[src/ppss_cfg.svh]
// register map, field positions and reset values of the strap selection block
`ifndef PPSS_CFG_SVH
`define PPSS_CFG_SVH

// ==========================================================================
// register byte offsets
`define PPSS_OFS_STATUS    8'h00
`define PPSS_OFS_GPIO_EN   8'h04
`define PPSS_OFS_GPIO_DIR  8'h08
`define PPSS_OFS_GPIO_OUT  8'h0c
`define PPSS_OFS_GPIO_IN   8'h10

// ==========================================================================
// status register field positions
`define PPSS_ST_CELL_CAP    0
`define PPSS_ST_PCI_CAP     1
`define PPSS_ST_SER2_CAP    2
`define PPSS_ST_AUTOI_CAP   3
`define PPSS_ST_SER2_LIVE   4
`define PPSS_ST_SER1_EN     5
`define PPSS_ST_CELL_EN     6
`define PPSS_ST_HOST_EN     7
`define PPSS_ST_PCI_EN      8
`define PPSS_ST_EEPROM_EN   9
`define PPSS_ST_SER2_EN     10
`define PPSS_ST_PCI_DEFAULT 11
`define PPSS_ST_CAPTURED    12

// ==========================================================================
// gpio layout and reset values
`define PPSS_GPIO_UPPER_LO  9
`define PPSS_GPIO_EN_RST    16'h0000
`define PPSS_GPIO_DIR_RST   16'h0000
`define PPSS_GPIO_OUT_RST   16'h0000

`endif

[src/ppss_pkg.sv]
// types shared by the strap selection block
package ppss_pkg;

  // ==========================================================================
  // one-hot phase of the strap capture
  typedef enum logic [1:0] {
    PH_CAPTURE = 2'b01,
    PH_RUN     = 2'b10
  } ppss_phase_e;

  // ==========================================================================
  // strap levels as captured
  typedef struct packed {
    logic cell_port_select_strap;
    logic pci_select_strap;
    logic serial2_select_strap;
    logic eeprom_autoinit_strap;
  } ppss_strap_s;

  // ==========================================================================
  // peripheral enables handed to the rest of the chip
  typedef struct packed {
    logic serial_port_1;
    logic cell_port;
    logic host_port;
    logic pci;
    logic eeprom;
    logic serial_port_2;
    logic pci_use_defaults;
    logic serial_port_0;
    logic timers;
  } ppss_enable_s;

  // ==========================================================================
  // whole state of the block apart from the reset and input synchronisers
  typedef struct packed {
    ppss_phase_e phase;
    ppss_strap_s cap;
    logic        ack;
    logic [31:0] rdata;
    logic [15:0] gp_en;
    logic [15:0] gp_dir;
    logic [15:0] gp_out;
    logic [15:0] pin_out;
    logic [15:0] pin_oe;
    logic        be0_out;
    logic        be0_oe;
    logic        cs_out;
    logic        cs_oe;
    logic        autoinit_go;
  } ppss_state_s;

endpackage

[src/ppss_straps.sv]
// strap capture, peripheral selection and shared pin steering
//
// Local design decisions: the Avalon-MM interface to the registers and the address map.
`timescale 1ns/1ps
`default_nettype none
`include "ppss_cfg.svh"

module ppss_straps (
  // clock and reset
  input  wire logic                 ref_clk,
  input  wire logic                 arst_n,
  // strap pins
  input  wire logic                 cell_port_strap_pin,
  input  wire logic                 pci_select_strap_pin,
  input  wire logic                 serial2_select_strap_pin,
  input  wire logic                 autoinit_strap_pin,
  // avalon-mm slave
  input  wire logic [7:0]           avs_address,
  input  wire logic                 avs_read,
  input  wire logic                 avs_write,
  input  wire logic [31:0]          avs_writedata,
  input  wire logic [3:0]           avs_byteenable,
  output logic [31:0]               avs_readdata,
  output logic                      avs_waitrequest,
  // pci core drive of the shared pins
  input  wire logic [6:0]           pci_gpio_out,
  input  wire logic [6:0]           pci_gpio_oe,
  input  wire logic                 pci_byte_enable_zero_out,
  input  wire logic                 pci_byte_enable_zero_oe,
  input  wire logic                 pci_eeprom_cs_out,
  // gpio pins, lower_gpio_pins are [8:0], upper_gpio_pins are [15:9]
  input  wire logic [15:0]          gpio_pin_in,
  output logic [15:0]               gpio_pin_out,
  output logic [15:0]               gpio_pin_oe,
  // pci-only pins
  output logic                      pci_byte_enable_zero_pin_out,
  output logic                      pci_byte_enable_zero_pin_oe,
  output logic                      eeprom_chip_select_pin_out,
  output logic                      eeprom_chip_select_pin_oe,
  // selection results
  output ppss_pkg::ppss_enable_s    periph_enable,
  output logic                      pci_autoinit_start
);

  // ==========================================================================
  // reset release and input synchronisers
  logic [1:0]  rst_pipe;
  logic        rst_n;
  logic [3:0]  strap_meta;
  logic [3:0]  strap_sync;
  logic [15:0] gpio_meta;
  logic [15:0] gpio_sync;

  always_ff @(posedge ref_clk or negedge arst_n) begin
    if (!arst_n) begin
      rst_pipe <= 2'h0;
    end else begin
      rst_pipe <= {rst_pipe[0], 1'b1};
    end
  end
  assign rst_n = rst_pipe[1];

  // the strap synchronisers keep running through reset so that the level
  // present while reset is held reaches the capture stage
  always_ff @(posedge ref_clk) begin
    strap_meta <= {cell_port_strap_pin, pci_select_strap_pin,
                   serial2_select_strap_pin, autoinit_strap_pin};
    strap_sync <= strap_meta;
    gpio_meta  <= gpio_pin_in;
    gpio_sync  <= gpio_meta;
  end

  // ==========================================================================
  // helpers
  function automatic logic [15:0] merge_be(input logic [15:0] old_v,
                                           input logic [31:0] wdata,
                                           input logic [3:0]  be);
    logic [15:0] v;
    v = old_v;
    if (be[0]) begin
      v[7:0] = wdata[7:0];
    end
    if (be[1]) begin
      v[15:8] = wdata[15:8];
    end
    return v;
  endfunction

  // ==========================================================================
  // selection logic
  ppss_pkg::ppss_state_s  st_reg;
  ppss_pkg::ppss_state_s  st_next;
  ppss_pkg::ppss_strap_s  strap_now;
  logic                   run;
  logic                   serial2_live;
  logic                   eeprom_on;
  logic [31:0]            status_word;
  logic                   access;
  logic [6:0]             upper_gpio_drive;

  assign strap_now    = ppss_pkg::ppss_strap_s'(strap_sync);
  assign run          = (st_reg.phase == ppss_pkg::PH_RUN);
  assign serial2_live = strap_now.serial2_select_strap;

  always_comb begin
    periph_enable = '0;
    if (run) begin
      periph_enable.serial_port_1    = !st_reg.cap.cell_port_select_strap;
      periph_enable.cell_port        = st_reg.cap.cell_port_select_strap;
      periph_enable.host_port        = !st_reg.cap.pci_select_strap;
      periph_enable.pci              = st_reg.cap.pci_select_strap;
      periph_enable.serial_port_2    = !(st_reg.cap.pci_select_strap
                                         && !serial2_live);
      periph_enable.eeprom           = st_reg.cap.pci_select_strap
                                       && !serial2_live;
      periph_enable.pci_use_defaults = st_reg.cap.pci_select_strap
                                       && !st_reg.cap.eeprom_autoinit_strap;
      periph_enable.serial_port_0    = 1'b1;
      periph_enable.timers           = 1'b1;
    end
  end
  assign eeprom_on = periph_enable.eeprom;

  always_comb begin
    status_word = '0;
    status_word[`PPSS_ST_CELL_CAP]    = st_reg.cap.cell_port_select_strap;
    status_word[`PPSS_ST_PCI_CAP]     = st_reg.cap.pci_select_strap;
    status_word[`PPSS_ST_SER2_CAP]    = st_reg.cap.serial2_select_strap;
    status_word[`PPSS_ST_AUTOI_CAP]   = st_reg.cap.eeprom_autoinit_strap;
    status_word[`PPSS_ST_SER2_LIVE]   = serial2_live;
    status_word[`PPSS_ST_SER1_EN]     = periph_enable.serial_port_1;
    status_word[`PPSS_ST_CELL_EN]     = periph_enable.cell_port;
    status_word[`PPSS_ST_HOST_EN]     = periph_enable.host_port;
    status_word[`PPSS_ST_PCI_EN]      = periph_enable.pci;
    status_word[`PPSS_ST_EEPROM_EN]   = periph_enable.eeprom;
    status_word[`PPSS_ST_SER2_EN]     = periph_enable.serial_port_2;
    status_word[`PPSS_ST_PCI_DEFAULT] = periph_enable.pci_use_defaults;
    status_word[`PPSS_ST_CAPTURED]    = run;
  end

  assign access           = avs_read || avs_write;
  assign upper_gpio_drive = st_reg.gp_en[15:9] & st_reg.gp_dir[15:9];

  always_comb begin
    st_next             = st_reg;
    st_next.autoinit_go = 1'b0;
    // capture once, right after reset release, from levels sampled during reset
    if (st_reg.phase == ppss_pkg::PH_CAPTURE) begin
      st_next.cap   = strap_now;
      st_next.phase = ppss_pkg::PH_RUN;
      st_next.autoinit_go = strap_now.pci_select_strap
                            && !strap_now.serial2_select_strap
                            && strap_now.eeprom_autoinit_strap;
    end
    // captured straps are otherwise left untouched until the next reset

    // one wait state: the answer is registered before waitrequest drops
    st_next.ack = access && !st_reg.ack;
    if (access && !st_reg.ack) begin
      st_next.rdata = '0;
      if (avs_read) begin
        if (avs_address == `PPSS_OFS_STATUS) begin
          st_next.rdata = status_word;
        end else if (avs_address == `PPSS_OFS_GPIO_EN) begin
          st_next.rdata = {16'h0000, st_reg.gp_en};
        end else if (avs_address == `PPSS_OFS_GPIO_DIR) begin
          st_next.rdata = {16'h0000, st_reg.gp_dir};
        end else if (avs_address == `PPSS_OFS_GPIO_OUT) begin
          st_next.rdata = {16'h0000, st_reg.gp_out};
        end else if (avs_address == `PPSS_OFS_GPIO_IN) begin
          st_next.rdata = {16'h0000, gpio_sync};
        end
      end
    end
    if (avs_write && st_reg.ack) begin
      if (avs_address == `PPSS_OFS_GPIO_EN) begin
        st_next.gp_en = merge_be(st_reg.gp_en, avs_writedata, avs_byteenable);
      end else if (avs_address == `PPSS_OFS_GPIO_DIR) begin
        st_next.gp_dir = merge_be(st_reg.gp_dir, avs_writedata, avs_byteenable);
      end else if (avs_address == `PPSS_OFS_GPIO_OUT) begin
        st_next.gp_out = merge_be(st_reg.gp_out, avs_writedata, avs_byteenable);
      end
    end

    // pin steering, registered so pins never glitch on decode changes
    st_next.pin_out = '0;
    st_next.pin_oe  = '0;
    st_next.be0_out = 1'b0;
    st_next.be0_oe  = 1'b0;
    st_next.cs_out  = 1'b0;
    st_next.cs_oe   = 1'b0;
    if (run) begin
      st_next.pin_out[8:0] = st_reg.gp_out[8:0];
      st_next.pin_oe[8:0]  = st_reg.gp_en[8:0] & st_reg.gp_dir[8:0];
      if (st_reg.cap.pci_select_strap) begin
        st_next.pin_out[15:9] = pci_gpio_out;
        st_next.pin_oe[15:9]  = pci_gpio_oe;
        st_next.be0_out       = pci_byte_enable_zero_out;
        st_next.be0_oe        = pci_byte_enable_zero_oe;
        st_next.cs_out        = pci_eeprom_cs_out;
        st_next.cs_oe         = eeprom_on;
      end else begin
        // pci-only pins stay floating in this branch
        st_next.pin_out[15:9] = st_reg.gp_out[15:9];
        st_next.pin_oe[15:9]  = upper_gpio_drive;
      end
    end
  end

  always_ff @(posedge ref_clk or negedge rst_n) begin
    if (!rst_n) begin
      st_reg             <= '0;
      st_reg.phase       <= ppss_pkg::PH_CAPTURE;
      st_reg.gp_en       <= `PPSS_GPIO_EN_RST;
      st_reg.gp_dir      <= `PPSS_GPIO_DIR_RST;
      st_reg.gp_out      <= `PPSS_GPIO_OUT_RST;
    end else begin
      st_reg <= st_next;
    end
  end

  // ==========================================================================
  // outputs
  assign avs_waitrequest              = access && !st_reg.ack;
  assign avs_readdata                 = st_reg.rdata;
  assign gpio_pin_out                 = st_reg.pin_out;
  assign gpio_pin_oe                  = st_reg.pin_oe;
  assign pci_byte_enable_zero_pin_out = st_reg.be0_out;
  assign pci_byte_enable_zero_pin_oe  = st_reg.be0_oe;
  assign eeprom_chip_select_pin_out   = st_reg.cs_out;
  assign eeprom_chip_select_pin_oe    = st_reg.cs_oe;
  assign pci_autoinit_start           = st_reg.autoinit_go;
endmodule
`default_nettype wire

[config.mk]
export PLATFORM = sky130hd
export DESIGN_NAME = ppss_straps
export DESIGN_NICKNAME = d
export VERILOG_FILES = /design/src/ppss_pkg.sv /design/src/ppss_straps.sv
export VERILOG_INCLUDE_DIRS = /design/src
export SDC_FILE = /design/constraint.sdc
export NUM_CORES = 1
export LEC_CHECK = 0
export ABC_CLOCK_PERIOD_IN_PS = 3650
export BUFFER_PORTS_ARGS = -buffer_cell sky130_fd_sc_hd__clkbuf_2
export CORE_MARGIN = 3
export CORE_UTILIZATION = 52
export DETAILED_ROUTE_END_ITERATION = 8
export GPL_TIMING_DRIVEN = 1
export PLACE_DENSITY_LB_ADDON = 0.08
export SLEW_MARGIN = 20
export SYNTH_ARGS = -nofsm -noshare
export SYNTH_HDL_FRONTEND = slang
export SYNTH_SLANG_ARGS = --single-unit
export TNS_END_PERCENT = 1
[constraint.sdc]
create_clock -name ref_clk -period 3.65 [get_ports ref_clk]
set_input_delay 0 -clock ref_clk [delete_from_list [all_inputs] [get_ports ref_clk]]
set_output_delay 0 -clock ref_clk [all_outputs]
set_load 0.05 [all_outputs]
==> metrics.md <==
| Metric | Value |
|---|---|
| Drt first pass iters | 5 |
| Syn_area_per_cell | 11.5 um^2 |
| Setup TNS | 0 ns |
| Largest net degree at the start of global routing | between 100 and 150 |
| # IOs | 164 |
| Ys flop type | dfrtp_1 |
| GRT overflow | 0 |
| Nets | between 700 and 800 |
| Layout cells sized above 1 | roughly 34% |
| Seq/Total Area, Yosys | between 50% and 60% |
| Final period util | roughly two thirds |
| Post-Syn Area | between 6000 and 7000 um^2 |
| Die X | approximately 110 um |
| DR vias/cell | just over 5 |
| Worst-path clk slew | around 0.06 ns |
| Synth area leader | dfrtp_1 |
| Worst Hold Class | in -> reg |
| Final Hold Viols | 0 |
| Combinational power share | around 6.6% |
| CP cell instances | nand2b_1, inv_1, nand2_1, nor2_1, clkbuf_2 |
| Post-CTS setup buffer count | 0 |
| Switching power total | 841 uW |
| CTS Sinks | 150 |
| CTS Buf Count | 17 |
| Slowest stage cell, crit path | inv_1 |
| Rel. slew slack | 36.2% |
| Yosys cell types | 44 |
| Req. time, crit path | around 3.7 ns |
| Internal | between 3 and 4 mW |
| Max-Cap Viols | 0 |
| H-tree depth | 4 |
| Sequential share of power | ~43% |
| Cells after DPL | 738 |
| Worst slew pin tran | 0.949 ns |
| Vias | between 4000 and 5000 |
| Worst R2R Setup Slack | 1.48 ns |
| Worst r2r src | st_reg[122]$_DFFE_PN1P_ |
| Critical path data arrival time | ~2.4 ns |
| RR Endpoint | avs_readdata[9]$_DFFE_PN0P_ |
| Critical path capture point type | primary output |
| FFs w/ async S/R, synth | 73.3% |
| Worst path max stage delay | just over 0.6 ns |
| Die height | between 100 and 150 um |
| Resize count post-CTS | 0 |
| Remaining DRCs | 0 |
| Port bufs | 129 |
| Hold path depth | 3 |
| Cell count after synthesis | about 540 |
| Switching fraction of total power | 21.2% |
| Status | complete, no violations |
| Register bit total from synthesis | 150 |
| Worst Reg-to-Reg Cells | 6 |
| Vias in the first global route | 4337 |
| CTS root buf | clkbuf_16 |
| Stages on the worst setup path | 5 |
| Max reg flops | 55 |
| Row count | 39 |
| Period minus WS final | around 2.4 ns |
| Share of total power in the clock network | 50.3% |
| Tot GR Track Use | 22.8% |
| Final Util | between 60% and 70% |
| Final setup fails | 0 |
| CP startpoint kind | flip-flop |
| Global-route wire length before repair | between 20000 and 25000 um |
| Core ar. | 11500 um^2 |
| Pleak | just under 4 nW |
| Worst-skew pair later-pin latency | about 0.42 ns |
| Routed len/inst | approximately 17 um |
| Max VDD drop | between 0.3 and 0.4 mV |
| Cell area after layout | slightly below 8000 um^2 |
| DPL Wire Length | between 8000 and 9000 um |
| Slew Limit Fails | 0 |
| Final Non-Filler Cells | approximately 830 |
| Iter 0 DRT Violations | about 250 |
| Cell Pwr Density | slightly above 500 nW/um^2 |
| Dpl cell area | approximately 6500 um^2 |
| Crit Path Class | reg -> out |
| CP endpoint | periph_enable[2] |
| Inserted Diodes | 0 |
| Delay-heaviest family, CP | buffers and inverters |
| Initial core utilization | 53.5% |
| P&R area growth vs syn | 25.8% |
| Unrepaired setup endpoints after global routing | no |
| Routed Wire Length | approximately 14000 um |
| Area fraction of the dominant cell type after synthesis | 44.3% |
| Area of the multi-input gates | 2030 um^2 |
| Critical Path Start | st_reg[122]$_DFFE_PN1P_ |
| Global placer's final weighted congestion | around 0.80 |
| CTS tree | yes |
| Antenna viol nets, final | 0 |
| Bufs and invs on worst path | 2 |
| Ys Warns | 0 |
| Fill cells | 880 |
| Seq. cell area | ~3600 um^2 |
| F_max | about 0.42 GHz |
| HP Start | avs_byteenable[1] |
| Synth area leaders | dfrtp_1 44%, dfxtp_1 13%, mux2_2 9.5% |
| Antenna violations before repair | 0 |
| Clk_skew | approximately 0.0085 ns |
| Critical Path Fanout Max | 27 |
| Cts hold-fix bufs | 57 |
| Die ar. | roughly 13000 um^2 |
| Number of flops mapped to enable cells by yosys | 0 |
| Max Buffers Root-to-Sink | 2 |
## cell usage after synthesis (3+ instances only)
cell type  instances
nand3b_1           3
inv_1              6
a22oi_1            8
nand2b_1           3
o21ai_0           30
nand2_1           22
and3_1            16
a21oi_1           38
mux2i_1            7
a22o_1             4
dfxtp_1           40
and2_1            13
buf_4             66
nor2_1            53
nand3_1            6
dfrtp_1          109
clkbuf_1          20
mux2_2            52
## routing by layer
metal,global-route usage [%],vias up,routed length (um)
met1,32.3,2078,6610
met3,5.32,12,843
met2,34.7,152,6540
li1,-,2025,-
met5,0,-,0
met4,8.22,0,208
## through the flow
| stage | worst slack, ns | hold WS, ns | total power, mW |
|---|---|---|---|
| after CTS | 1.26 | 0.0567 | 3.99 |
| after global routing | 1.08 | 0.0848 | 4.09 |
| final | 1.25 | 0.0665 | 3.96 |
| after global placement | 1.23 | -0.214 | 1.95 |
| after detailed placement | 1.20 | -0.211 | 1.95 |
| after floorplan | 0.361 | -0.296 | 1.88 |
## final cells by class
cell class	count	area share [%]
Clock buffer	22	6.54
Multi-Input combinational cell	305	26.2
Inverter	6	0.291
Clock inverter	10	2.42
Timing Repair Buffer	191	16.3
Tap cell	143	2.31
Sequential cell	150	45.9
## cells in the final DEF, fill, tap and decap left out, types with 2 or more instances in the layout
| cell | Yosys | final |
|---|---|---|
| nand3b_1 | 3 | 3 |
| and2_1 | 13 | 13 |
| nor2_1 | 53 | 53 |
| dfrtp_1 | 109 | 108 |
| nand4_4 | 2 | 2 |
| or3_4 | 2 | 2 |
| dlygate4sd3_1 | 0 | 57 |
| nand2b_1 | 3 | 3 |
| o21ai_1 | 2 | 2 |
| mux2i_1 | 7 | 7 |
| a21oi_1 | 38 | 38 |
| nand3_1 | 6 | 6 |
| a22oi_1 | 8 | 8 |
| a21boi_0 | 2 | 2 |
| clkbuf_8 | 0 | 2 |
| o22ai_1 | 2 | 2 |
| bufinv_16 | 0 | 5 |
| mux2_2 | 52 | 52 |
| clkinv_4 | 0 | 2 |
| clkbuf_2 | 0 | 129 |
| nand3_2 | 2 | 2 |
| nor2b_1 | 2 | 2 |
| a22o_1 | 4 | 4 |
| dfxtp_1 | 40 | 40 |
| inv_1 | 6 | 6 |
| o221ai_2 | 2 | 2 |
| conb_1 | 2 | 17 |
| a32oi_1 | 2 | 2 |
| o21ai_2 | 2 | 2 |
| o21ai_0 | 30 | 30 |
| nand4_2 | 2 | 2 |
| and3_1 | 16 | 16 |
| nand2_1 | 22 | 22 |
| clkbuf_16 | 0 | 19 |
| o211ai_1 | 2 | 2 |
| buf_4 | 66 | 4 |
| clkinvlp_4 | 0 | 2 |
## cell families after synthesis
kind of cell,count (synthesis),share of synthesized area (%)
AOI/OAI and AO/OA,98,9.51
buffers and inverters,97,10.2
DFF,150,57.7
muxes,59,10.6
other,2,0.122
and+or+nand+nor,131,11.8
## power by group through the flow
stage / clock [mW] / sequential [mW] / combinational [mW]
floorplan: 0 / 1.75 / 0.133
global placement: 0 / 1.74 / 0.206
detailed placement: 0 / 1.74 / 0.209
CTS: 2.03 / 1.71 / 0.259
global route: 2.10 / 1.71 / 0.283
finish: 2.00 / 1.71 / 0.260
## tightest hold or removal path, stage by stage
cell and delay (ns):
clkbuf_2 0.13, nand4_4 0.16, mux2_2 0.17
## worst min path at each step
| stage | end |
|---|---|
| 5_1_grt | st_reg[63]$_DFFE_PN0P_ |
| 4_1_cts | st_reg[61]$_DFFE_PN0P_ |
| 3_3_place_gp | rst_pipe[0]$_DFF_PN0_ |
| 3_5_place_dp | rst_pipe[0]$_DFF_PN0_ |
| 2_1_floorplan | rst_pipe[0]$_DFF_PN0_ |
| 6_report | st_reg[67]$_DFFE_PN0P_ |
No activity file was read; power rests on OpenSTA's default activity.
